--- src/pll_clock_synth_control_regs.vh ---
`ifndef PLL_CLOCK_SYNTH_CONTROL_REGS_VH
`define PLL_CLOCK_SYNTH_CONTROL_REGS_VH

// Register byte offsets
`define DIV_REG_ADDR      8'h00
`define OUTDIV_REG_ADDR   8'h04
`define OUTDIV4_REG_ADDR  8'h08
`define STATUS_REG_ADDR   8'h0C
`define IRQ_STAT_ADDR     8'h10
`define IRQ_MASK_ADDR     8'h14
`define PHASE_REG_ADDR    8'h18

// Divider register fields
`define DIV_N_LSB         0
`define DIV_M_LSB         8
`define DIV_O_LSB         16
`define DIV_FBK_LSB       24
`define OUTDIV4_FB_LSB    8

// Reset values
`define DIV_RESET         32'h01010101
`define OUTDIV_RESET      32'h04040404
`define OUTDIV4_RESET     10'h004
`define IRQ_MASK_RESET    3'h0

// Feedback modes
`define FB_LOCAL          2'h0
`define FB_CORE           2'h1
`define FB_IO             2'h2

// Interrupt status bits
`define IRQ_LOCK_GAINED   0
`define IRQ_LOCK_LOST     1
`define IRQ_CFG_ERROR     2

// Loop product limit
`define LOOP_PRODUCT_MAX  24'h0000FF

// Least synthesizer reset pulse
`define SYNTH_RST_MIN_NS  10
`define PCLK_PERIOD_NS    100
`define SYNTH_RST_MIN_CYC \
  ((`SYNTH_RST_MIN_NS + `PCLK_PERIOD_NS - 1) / `PCLK_PERIOD_NS)

`endif

--- src/pll_clock_synth_control.v ---
// Decided for this implementation: register access over APB and the register offsets.
`timescale 1ns/1ns
`include "pll_clock_synth_control_regs.vh"

module pll_clock_synth_control #(
  parameter LOCK_PFD    = 16,
  parameter REF_TIMEOUT = 1024,
  parameter NOUT        = 5
) (
  input  wire        pclk,
  input  wire        presetn,
  input  wire [7:0]  paddr,
  input  wire        psel,
  input  wire        penable,
  input  wire        pwrite,
  input  wire [31:0] pwdata,
  output reg  [31:0] prdata,
  output reg         pready,
  output reg         pslverr,
  input  wire [3:0]  ref_clock_in,
  input  wire [1:0]  ref_clock_select,
  input  wire        synth_reset_n,
  input  wire        core_feedback_in,
  input  wire        io_feedback_in,
  input  wire [2:0]  phase_shift,
  input  wire [4:0]  phase_out_select,
  input  wire        phase_apply_enable,
  output wire        out_clock_0,
  output wire        out_clock_1,
  output wire        out_clock_2,
  output wire        out_clock_3,
  output wire        out_clock_4,
  output reg         lock_indication,
  output reg         irq
);

  localparam ST_RESET   = 2'b00;
  localparam ST_ACQUIRE = 2'b01;
  localparam ST_LOCK_INDICATION  = 2'b10;
  localparam integer RST_MIN_CYC  = `SYNTH_RST_MIN_CYC;
  localparam [15:0] LOCK_PFD_W    = LOCK_PFD[15:0];
  localparam [15:0] REF_TIMEOUT_W = REF_TIMEOUT[15:0];
  localparam [3:0]  RST_MIN_W     = RST_MIN_CYC[3:0];

  reg  [31:0] div_reg;
  reg  [31:0] outdiv_reg;
  reg  [9:0]  outdiv4_reg;
  reg  [2:0]  irq_stat_reg;
  reg  [2:0]  irq_mask_reg;
  reg  [1:0]  state_reg;
  reg  [1:0]  state_next;
  reg  [3:0]  rst_low_reg;
  reg         ref_prev_reg;
  reg         fb_prev_reg;
  reg         fb_seen_reg;
  reg  [15:0] idle_reg;
  reg  [7:0]  pfd_cnt_reg;
  reg  [15:0] lock_cnt_reg;
  reg  [15:0] lock_cnt_next;
  reg  [16:0] credit_reg;
  reg         cfg_err_reg;
  wire [NOUT-1:0] out_vec;
  wire [3*NOUT-1:0] shift_all;

  wire [7:0]  div_n   = div_reg[`DIV_N_LSB +: 8];
  wire [7:0]  div_m   = div_reg[`DIV_M_LSB +: 8];
  wire [7:0]  div_o   = div_reg[`DIV_O_LSB +: 8];
  wire [7:0]  div_fbk = div_reg[`DIV_FBK_LSB +: 8];
  wire [1:0]  fb_mode = outdiv4_reg[`OUTDIV4_FB_LSB +: 2];
  wire [39:0] c_all   = {outdiv4_reg[7:0], outdiv_reg};

  // Loop product check; a bad setting keeps the loop from locking
  wire [23:0] loop_product = div_m * div_o * div_fbk;
  wire        cfg_bad = (div_n == 8'h00) || (div_m == 8'h00) || (div_o == 8'h00) ||
                        (div_fbk == 8'h00) || (loop_product > `LOOP_PRODUCT_MAX);

  // Selection follows the pins live; the testbench keeps reset low meanwhile
  wire ref_now  = ref_clock_in[ref_clock_select];
  wire ref_edge = ref_now & ~ref_prev_reg;
  wire fb_now   = (fb_mode == `FB_CORE) ? core_feedback_in :
                  (fb_mode == `FB_IO) ? io_feedback_in : 1'b0;
  wire fb_edge  = fb_now & ~fb_prev_reg;
  wire fb_used  = (fb_mode == `FB_CORE) || (fb_mode == `FB_IO);

  // Reset counted in cycles, so a pulse is honoured only if a clock edge samples it low
  wire in_reset = (rst_low_reg >= RST_MIN_W);

  // At or above the limit, so a smaller pre-divider takes effect at once
  wire pfd_tick = ref_edge && (pfd_cnt_reg >= div_n - 8'h01);
  wire fb_miss  = pfd_tick && fb_used && !fb_seen_reg && !fb_edge;
  wire ref_lost = (idle_reg == REF_TIMEOUT_W);

  // Half-cycle ticks of the post-divider clock, at most one per pclk
  wire [15:0] mf_product = div_m * div_fbk;
  wire [16:0] credit_add = ref_edge ? {mf_product, 1'b0} : 17'h00000;
  wire [16:0] credit_sum = credit_reg + credit_add;
  wire        half_tick  = (state_reg != ST_RESET) && !cfg_err_reg &&
                           (div_n != 8'h00) && (credit_sum >= {9'h000, div_n});

  wire bus_access = psel && penable && pready;
  wire bus_write  = bus_access && pwrite;
  wire bus_read   = bus_access && !pwrite;

  // Synthesizer reset filter
  always @(posedge pclk or negedge presetn) begin
    if (!presetn) begin
      rst_low_reg <= 4'h0;
    end else if (synth_reset_n) begin
      rst_low_reg <= 4'h0;
    end else if (rst_low_reg != 4'hF) begin
      rst_low_reg <= rst_low_reg + 4'h1;
    end
  end

  // Edge samplers, reference idle watchdog and phase detector divider
  always @(posedge pclk or negedge presetn) begin
    if (!presetn) begin
      ref_prev_reg <= 1'b0;
      fb_prev_reg  <= 1'b0;
      fb_seen_reg  <= 1'b0;
      idle_reg     <= 16'h0000;
      pfd_cnt_reg  <= 8'h00;
      credit_reg   <= 17'h00000;
      cfg_err_reg  <= 1'b0;
    end else begin
      ref_prev_reg <= ref_now;
      fb_prev_reg  <= fb_now;
      cfg_err_reg  <= cfg_bad;
      if (in_reset || ref_edge) begin
        idle_reg <= 16'h0000;
      end else if (!ref_lost) begin
        idle_reg <= idle_reg + 16'h0001;
      end
      if (in_reset) begin
        pfd_cnt_reg <= 8'h00;
      end else if (pfd_tick) begin
        pfd_cnt_reg <= 8'h00;
      end else if (ref_edge) begin
        pfd_cnt_reg <= pfd_cnt_reg + 8'h01;
      end
      if (in_reset || pfd_tick) begin
        fb_seen_reg <= 1'b0;
      end else if (fb_edge) begin
        fb_seen_reg <= 1'b1;
      end
      if (in_reset || cfg_err_reg) begin
        credit_reg <= 17'h00000;
      end else if (half_tick) begin
        credit_reg <= credit_sum - {9'h000, div_n};
      end else if (credit_sum[16]) begin
        credit_reg <= 17'h0FFFF;
      end else begin
        credit_reg <= credit_sum;
      end
    end
  end

  // Lock state machine
  always @* begin
    state_next    = state_reg;
    lock_cnt_next = lock_cnt_reg;
    case (state_reg)
      ST_RESET: begin
        lock_cnt_next = 16'h0000;
        if (!in_reset) begin
          state_next = ST_ACQUIRE;
        end
      end
      ST_ACQUIRE: begin
        if (ref_lost || cfg_err_reg || fb_miss) begin
          lock_cnt_next = 16'h0000;
        end else if (pfd_tick) begin
          lock_cnt_next = lock_cnt_reg + 16'h0001;
          if (lock_cnt_next >= LOCK_PFD_W) begin
            state_next = ST_LOCK_INDICATION;
          end
        end
      end
      ST_LOCK_INDICATION: begin
        if (ref_lost || cfg_err_reg || fb_miss) begin
          state_next    = ST_ACQUIRE;
          lock_cnt_next = 16'h0000;
        end
      end
      default: begin
        state_next    = ST_RESET;
        lock_cnt_next = 16'h0000;
      end
    endcase
    if (in_reset) begin
      state_next    = ST_RESET;
      lock_cnt_next = 16'h0000;
    end
  end

  wire lock_gain_ev = (state_next == ST_LOCK_INDICATION) && (state_reg != ST_LOCK_INDICATION);
  wire lock_lost_ev = (state_reg == ST_LOCK_INDICATION) && (state_next != ST_LOCK_INDICATION);
  wire cfg_err_ev   = cfg_bad && !cfg_err_reg;
  wire [2:0] ev_vec = {cfg_err_ev, lock_lost_ev, lock_gain_ev};

  always @(posedge pclk or negedge presetn) begin
    if (!presetn) begin
      state_reg       <= ST_RESET;
      lock_cnt_reg    <= 16'h0000;
      lock_indication <= 1'b0;
    end else begin
      state_reg       <= state_next;
      lock_cnt_reg    <= lock_cnt_next;
      lock_indication <= (state_next == ST_LOCK_INDICATION);
    end
  end

  // Output dividers with per-output phase offset in half cycles
  genvar k;
  generate
    for (k = 0; k < NOUT; k = k + 1) begin : g_out
      reg  [8:0] cnt_reg;
      reg  [2:0] shift_reg;
      reg        out_reg;
      wire [7:0] c_val   = c_all[8*k +: 8];
      wire [8:0] period2 = {c_val, 1'b0};
      wire [8:0] adj     = (cnt_reg >= {6'h00, shift_reg}) ?
                           (cnt_reg - {6'h00, shift_reg}) :
                           (cnt_reg + period2 - {6'h00, shift_reg});
      assign shift_all[3*k +: 3] = shift_reg;
      assign out_vec[k]          = out_reg;

      always @(posedge pclk or negedge presetn) begin
        if (!presetn) begin
          shift_reg <= 3'h0;
        end else if (phase_apply_enable && phase_out_select[k]) begin
          shift_reg <= phase_shift;
        end
      end

      always @(posedge pclk or negedge presetn) begin
        if (!presetn) begin
          cnt_reg <= 9'h000;
          out_reg <= 1'b0;
        end else if (in_reset || c_val == 8'h00) begin
          cnt_reg <= 9'h000;
          out_reg <= 1'b0;
        end else begin
          if (half_tick) begin
            cnt_reg <= (cnt_reg + 9'h001 >= period2) ? 9'h000 : cnt_reg + 9'h001;
          end
          // High for C half-ticks of each 2C, shifted by the stored code
          out_reg <= (adj < {1'b0, c_val});
        end
      end
    end
  endgenerate

  assign out_clock_0 = out_vec[0];
  assign out_clock_1 = out_vec[1];
  assign out_clock_2 = out_vec[2];
  assign out_clock_3 = out_vec[3];
  assign out_clock_4 = out_vec[4];

  // APB slave: one wait state, pready from a flop
  reg [31:0] rdata_next;
  reg        addr_ok;
  always @* begin
    rdata_next = 32'h00000000;
    addr_ok    = 1'b1;
    case (paddr)
      `DIV_REG_ADDR:     rdata_next = div_reg;
      `OUTDIV_REG_ADDR:  rdata_next = outdiv_reg;
      `OUTDIV4_REG_ADDR: rdata_next = {22'h00000, outdiv4_reg};
      `STATUS_REG_ADDR:  rdata_next = {27'h000000, ref_clock_select, cfg_err_reg,
                                       (state_reg == ST_RESET), lock_indication};
      `IRQ_STAT_ADDR:    rdata_next = {29'h0000000, irq_stat_reg};
      `IRQ_MASK_ADDR:    rdata_next = {29'h0000000, irq_mask_reg};
      `PHASE_REG_ADDR:   rdata_next = {{(32-3*NOUT){1'b0}}, shift_all};
      default:           addr_ok    = 1'b0;
    endcase
  end

  always @(posedge pclk or negedge presetn) begin
    if (!presetn) begin
      pready  <= 1'b0;
      pslverr <= 1'b0;
      prdata  <= 32'h00000000;
    end else if (psel && penable && !pready) begin
      pready  <= 1'b1;
      pslverr <= !addr_ok;
      prdata  <= pwrite ? 32'h00000000 : rdata_next;
    end else begin
      pready  <= 1'b0;
      pslverr <= 1'b0;
      prdata  <= 32'h00000000;
    end
  end

  always @(posedge pclk or negedge presetn) begin
    if (!presetn) begin
      div_reg      <= `DIV_RESET;
      outdiv_reg   <= `OUTDIV_RESET;
      outdiv4_reg  <= `OUTDIV4_RESET;
      irq_mask_reg <= `IRQ_MASK_RESET;
    end else if (bus_write) begin
      case (paddr)
        `DIV_REG_ADDR:     div_reg      <= pwdata;
        `OUTDIV_REG_ADDR:  outdiv_reg   <= pwdata;
        `OUTDIV4_REG_ADDR: outdiv4_reg  <= pwdata[9:0];
        `IRQ_MASK_ADDR:    irq_mask_reg <= pwdata[2:0];
        default: begin
        end
      endcase
    end
  end

  // Read clears only the bits it returned, so an event that arrived while
  // the read was in flight is kept; an event in the clearing cycle wins too
  wire       stat_rd       = bus_read && (paddr == `IRQ_STAT_ADDR);
  wire [2:0] stat_clr      = stat_rd ? prdata[2:0] : 3'h0;
  wire [2:0] irq_stat_next = (irq_stat_reg & ~stat_clr) | ev_vec;
  always @(posedge pclk or negedge presetn) begin
    if (!presetn) begin
      irq_stat_reg <= 3'h0;
      irq          <= 1'b0;
    end else begin
      irq_stat_reg <= irq_stat_next;
      irq          <= |(irq_stat_next & irq_mask_reg);
    end
  end

endmodule // pll_clock_synth_control

--- config.mk ---
export PLATFORM = sky130hd
export DESIGN_NAME = pll_clock_synth_control
export DESIGN_NICKNAME = d
export VERILOG_FILES = /design/src/pll_clock_synth_control.v
export VERILOG_INCLUDE_DIRS = /design/src
export SDC_FILE = /design/constraint.sdc
export NUM_CORES = 1
export LEC_CHECK = 0
export ABC_AREA = 1
export BUFFER_PORTS_ARGS = -buffer_cell sky130_fd_sc_hd__buf_2
export CAP_MARGIN = 25
export CORE_MARGIN = 5
export CORE_UTILIZATION = 55
export CTS_CLUSTER_DIAMETER = 200
export CTS_CLUSTER_SIZE = 30
export DETAILED_ROUTE_END_ITERATION = 12
export PLACE_DENSITY = 0.84
export SLEW_MARGIN = 20
export SYNTH_ARGS = -nofsm -noshare
export SYNTH_HDL_FRONTEND = slang
export SYNTH_SLANG_ARGS = --single-unit
--- constraint.sdc ---
create_clock -name pclk -period 8.4 [get_ports pclk]
set_clock_uncertainty 0.15 [all_clocks]
set_input_delay 1.68 -clock pclk [delete_from_list [all_inputs] [get_ports pclk]]
set_output_delay 1.68 -clock pclk [all_outputs]
set_load 0.01 [all_outputs]
==> impl_table.tex <==
\begin{tabular}{lr}
\hline
Metric & Value \\
\hline
\multicolumn{2}{l}{\textbf{Clocking}} \\
Number of H-tree levels & 1 \\
CTS tree & done \\
CTS Buf Count & 12 \\
Buffer levels on the longest clock path & 3 \\
Root Buffer Master & sky130\_fd\_sc\_hd\_\_clkbuf\_16 \\
Register clock-pin slew on the reported worst setup and hold paths & 0.12 ns \\
Hold Buf Count CTS & 0 \\
Number of sinks on the clock net & 248 \\
Latest clock arrival within the worst-skew pair & 0.52 ns \\
\multicolumn{2}{l}{\textbf{Cells and area}} \\
Area growth from synthesis to final layout & 9.84\% \\
Number of antenna cells inserted & 0 \\
Filler Cells Inserted & 4,149 \\
Fraction of final layout cells with drive strength greater than 1 & 9.53\% \\
Nets & 4,349 \\
Cell area after layout & 29,700 sq um \\
Flip-flop count of the largest register after layout & 45 \\
\multicolumn{2}{l}{\textbf{Routing}} \\
DRC & 0 \\
Post-DRT Antenna Nets & 0 \\
Routed via count divided by cell count & 5.46 \\
Drt first-iter violations & 2,023 \\
Via count & 24,300 \\
Average wire per standard cell & 15.4 um \\
Final wirelength & 68.9 mm \\
Count of TritonRoute iterations in the first routing pass & 5 \\
\multicolumn{2}{l}{\textbf{Setup path}} \\
WS Path Type & reg -> reg \\
Startpoint type of the worst setup path & flop \\
Largest stage delay on the critical path & 0.56 ns \\
Critical Path Fanout Max & 5 \\
Slowest cell on the critical path & sky130\_fd\_sc\_hd\_\_fa\_1 \\
Reg-to-reg slack, setup & -0.11 ns \\
Data required, critical path & 8.68 ns \\
Arrival time reported for the critical path endpoint & 8.79 ns \\
Nature of the critical path endpoint & flop \\
\multicolumn{2}{l}{\textbf{Yosys}} \\
Most area-consuming cells after synthesis & sky130\_fd\_sc\_hd\_\_dfrtp\_1 22\%, sky130\_fd\_sc\_hd\_\_ha\_1 15\%, sky130\_fd\_sc\_hd\_\_fa\_1 13\%, sky130\_fd\_sc\_hd\_\_nand2\_1 11\%, sky130\_fd\_sc\_hd\_\_inv\_1 10\% \\
Part of the Yosys area used for sequential elements & 23.0\% \\
Combined area of all synthesized cells & 27,000 sq um \\
Portion of synthesized cell area occupied by the leading cell type & 22.1\% \\
Yosys warnings & 0 \\
Post-synth net total & 4,218 \\
Dominant cell type by area after synthesis & sky130\_fd\_sc\_hd\_\_dfrtp\_1 \\
Most frequently used cell type in the post-synthesis netlist & sky130\_fd\_sc\_hd\_\_nand2\_1 \\
Number of distinct library cells after synthesis & 59 \\
Proportion of register bits with asynchronous set or reset after synthesis & 100\% \\
Mapped Avg Cell Area & 7.38 sq um \\
Post-synthesis sequential element count & 248 \\
Top\_reg\_cell synth & sky130\_fd\_sc\_hd\_\_dfrtp\_1 \\
Post-synth EDFFs & 0 \\
Synth top cells by count & 770 x sky130\_fd\_sc\_hd\_\_nand2\_1, 755 x sky130\_fd\_sc\_hd\_\_inv\_1, 320 x sky130\_fd\_sc\_hd\_\_nor2\_1 \\
Count of mapped cells out of synthesis & 3,663 \\
\multicolumn{2}{l}{\textbf{Die}} \\
Rows & 81 \\
Initial Util & 55.5\% \\
Count of boundary I/O pins & 104 \\
Floorplan core area & 48,700 sq um \\
Overall die width & 232 um \\
Die Footprint & 53,700 sq um \\
Chip height & 232 um \\
\multicolumn{2}{l}{\textbf{Global route}} \\
Largest net degree at the start of global routing & 138 \\
GRT Resource Usage Total & 25.8\% \\
First-pass GRT wire length & 117 mm \\
Antenna violations before repair & 0 \\
Via count of the first global-routing pass & 24,400 \\
Overflow left after global routing & 0 \\
\multicolumn{2}{l}{\textbf{Pwr}} \\
Design internal power & 1.69 mW \\
Net Sw Frac & 30.0\% \\
Leakage & 16.2 nW \\
Power per unit of standard cell area & 81.1 nW/um\^{}2 \\
Proportion of power drawn by flip-flops and latches & 51.2\% \\
Worst supply voltage drop on vdd & 0.127 mV \\
Overall power after layout & 2.41 mW \\
Combinational group share of total power & 18.9\% \\
Clock network fraction of total power & 29.9\% \\
Psw & 724 uW \\
\multicolumn{2}{l}{\textbf{STA}} \\
Transition at the pin with the smallest max-transition slack & 1.10 ns \\
Max-slew violation count & 0 \\
Fmax & 0.118 GHz \\
Time the worst path needs with I/O delays and setup & 8.51 ns \\
Post-route worst setup slack & -0.110 ns \\
Final worst path period share & 101\% \\
Final Hold Viols & 0 \\
RSZ-0062 raised after global routing & yes \\
Normalized max-slew margin & 26.8\% \\
Worst hold slack & 0.351 ns \\
Number of setup violations in the final report & 2 \\
\multicolumn{2}{l}{\textbf{Placement}} \\
Last weighted congestion value of the routability-driven placer & 0.910 \\
Instance area at placement & 28,800 sq um \\
Worst slack at placement & -0.355 ns \\
Half-perimeter wire length after detailed placement & 54.1 mm \\
Count of input and output buffers & 103 \\
\multicolumn{2}{l}{\textbf{Min path}} \\
HP Class & reg -> reg \\
\multicolumn{2}{l}{\textbf{Run}} \\
Number of max-cap violations & 0 \\
\multicolumn{2}{l}{\textbf{Run status}} \\
Result of the run & complete, but fails checks \\
Violations in the final reports & setup timing \\
\hline
\end{tabular}
worst paths after layout:
path | cells past startpoint | to | from
worst max-delay path | 43 | irq$_DFF_PN0_ | div_reg[12]$_DFFE_PN0P_
worst min-delay path | 1 | pslverr$_DFF_PN0_ | pready$_DFF_PN0_
worst max register to register | 43 | irq$_DFF_PN0_ | div_reg[12]$_DFFE_PN0P_
worst min register to register | 1 | pslverr$_DFF_PN0_ | pready$_DFF_PN0_
max in group asynchronous | 2 | g_out[0].cnt_reg[4]$_DFFE_PN0P_ | presetn
min in group asynchronous | 1 | prdata[26]$_DFF_PN0_ | presetn
critical path: cells and delay by family, from the launching register on:
| kind | cells | cell delay, ns |
|---|---|---|
| buf+inv | 9 | 0.76 |
| flops | 1 | 0.46 |
| fa+ha+maj | 10 | 4.54 |
| xor+xnor | 1 | 0.19 |
| compound gates | 5 | 0.61 |
| simple gates | 18 | 1.69 |
power by group through the flow:
stage	Clock [mW]	Combinational, mW	Sequential [mW]
floorplan	0	0.314	1.24
global placement	0	0.433	1.25
detailed placement	0	0.450	1.26
CTS	0.730	0.454	1.23
global route	0.764	0.531	1.23
finish	0.721	0.456	1.23
cells by family (layout without fill, tap and decap cells):
| family | Yosys count | in the layout | share of synthesized area (%) |
|---|---|---|---|
| simple gates | 1407 | 1407 | 22.0 |
| xor+xnor | 153 | 153 | 5.05 |
| fa+ha+maj | 492 | 492 | 27.7 |
| buf+inv | 865 | 1001 | 12.1 |
| flops | 248 | 248 | 23.0 |
| compound gates | 495 | 495 | 10.1 |
| mux | 3 | 3 | 0.111 |
metrics by stage:
step | utilization (%) | instances | TNS (ns)
final | 60.9 | 4463 | -0.122
after global routing | 60.9 | 4463 | -1.01
after CTS | 60.3 | 4457 | 0
after detailed placement | 59.0 | 4425 | -0.664
after global placement | 59.0 | 4425 | -0.364
after floorplan | - | 3663 | 0
what timing repair did:
action | 4_1_cts | 5_1_grt
endpoints found under the setup margin | 3 | 3
pin swaps | 36 | 58
buffers inserted | 13 | 5
hold endpoints to repair | 0 | 0
gates resized for setup | 34 | 66
routing by layer:
metal	global-route usage [%]	vias up	wire length [um]
li1	-	11800	-
met1	34.4	11500	29000
met2	44.0	960	32600
met3	3.22	160	4740
met4	8.66	0	2610
met5	0	-	0
cells in the final DEF (no fill, tap or decap), types with 6 or more instances in the layout:
cell                        instances
sky130_fd_sc_hd__a211oi_1           6
sky130_fd_sc_hd__a21o_1             7
sky130_fd_sc_hd__a21oi_1          149
sky130_fd_sc_hd__a21oi_2           11
sky130_fd_sc_hd__a221oi_1           6
sky130_fd_sc_hd__a31oi_1           13
sky130_fd_sc_hd__a41oi_1            6
sky130_fd_sc_hd__and2_1             6
sky130_fd_sc_hd__buf_2            102
sky130_fd_sc_hd__buf_4            106
sky130_fd_sc_hd__buf_6              6
sky130_fd_sc_hd__clkbuf_16         13
sky130_fd_sc_hd__dfrtp_1          232
sky130_fd_sc_hd__dfrtp_2            7
sky130_fd_sc_hd__dfstp_2            9
sky130_fd_sc_hd__fa_1             176
sky130_fd_sc_hd__ha_1             299
sky130_fd_sc_hd__ha_4              13
sky130_fd_sc_hd__inv_1            744
sky130_fd_sc_hd__inv_2             13
sky130_fd_sc_hd__nand2_1          752
sky130_fd_sc_hd__nand2_2           14
sky130_fd_sc_hd__nand2_4           11
sky130_fd_sc_hd__nand3_1          113
sky130_fd_sc_hd__nand3b_1          10
sky130_fd_sc_hd__nand4_1           93
sky130_fd_sc_hd__nor2_1           311
sky130_fd_sc_hd__nor2_2             9
sky130_fd_sc_hd__nor3_1            39
sky130_fd_sc_hd__nor4_1            19
sky130_fd_sc_hd__o211ai_1          10
sky130_fd_sc_hd__o21a_1             6
sky130_fd_sc_hd__o21ai_0          181
sky130_fd_sc_hd__o21ai_1           47
sky130_fd_sc_hd__o21bai_1          12
sky130_fd_sc_hd__o22ai_1           17
sky130_fd_sc_hd__or2_2             12
sky130_fd_sc_hd__xnor2_1           30
sky130_fd_sc_hd__xor2_1           119
layout make-up:
type                            instances  area, sq um  area share, %
Multi-Input combinational cell       2550        18000           60.5
Timing Repair Buffer                  218         1430           4.82
Tap cell                              664          831           2.80
Sequential cell                       248         6230           21.0
Clock buffer                           18          354           1.19
Inverter                              764         2870           9.67
Clock inverter                          1         20.0         0.0674
(Power assumes the default switching activity.)
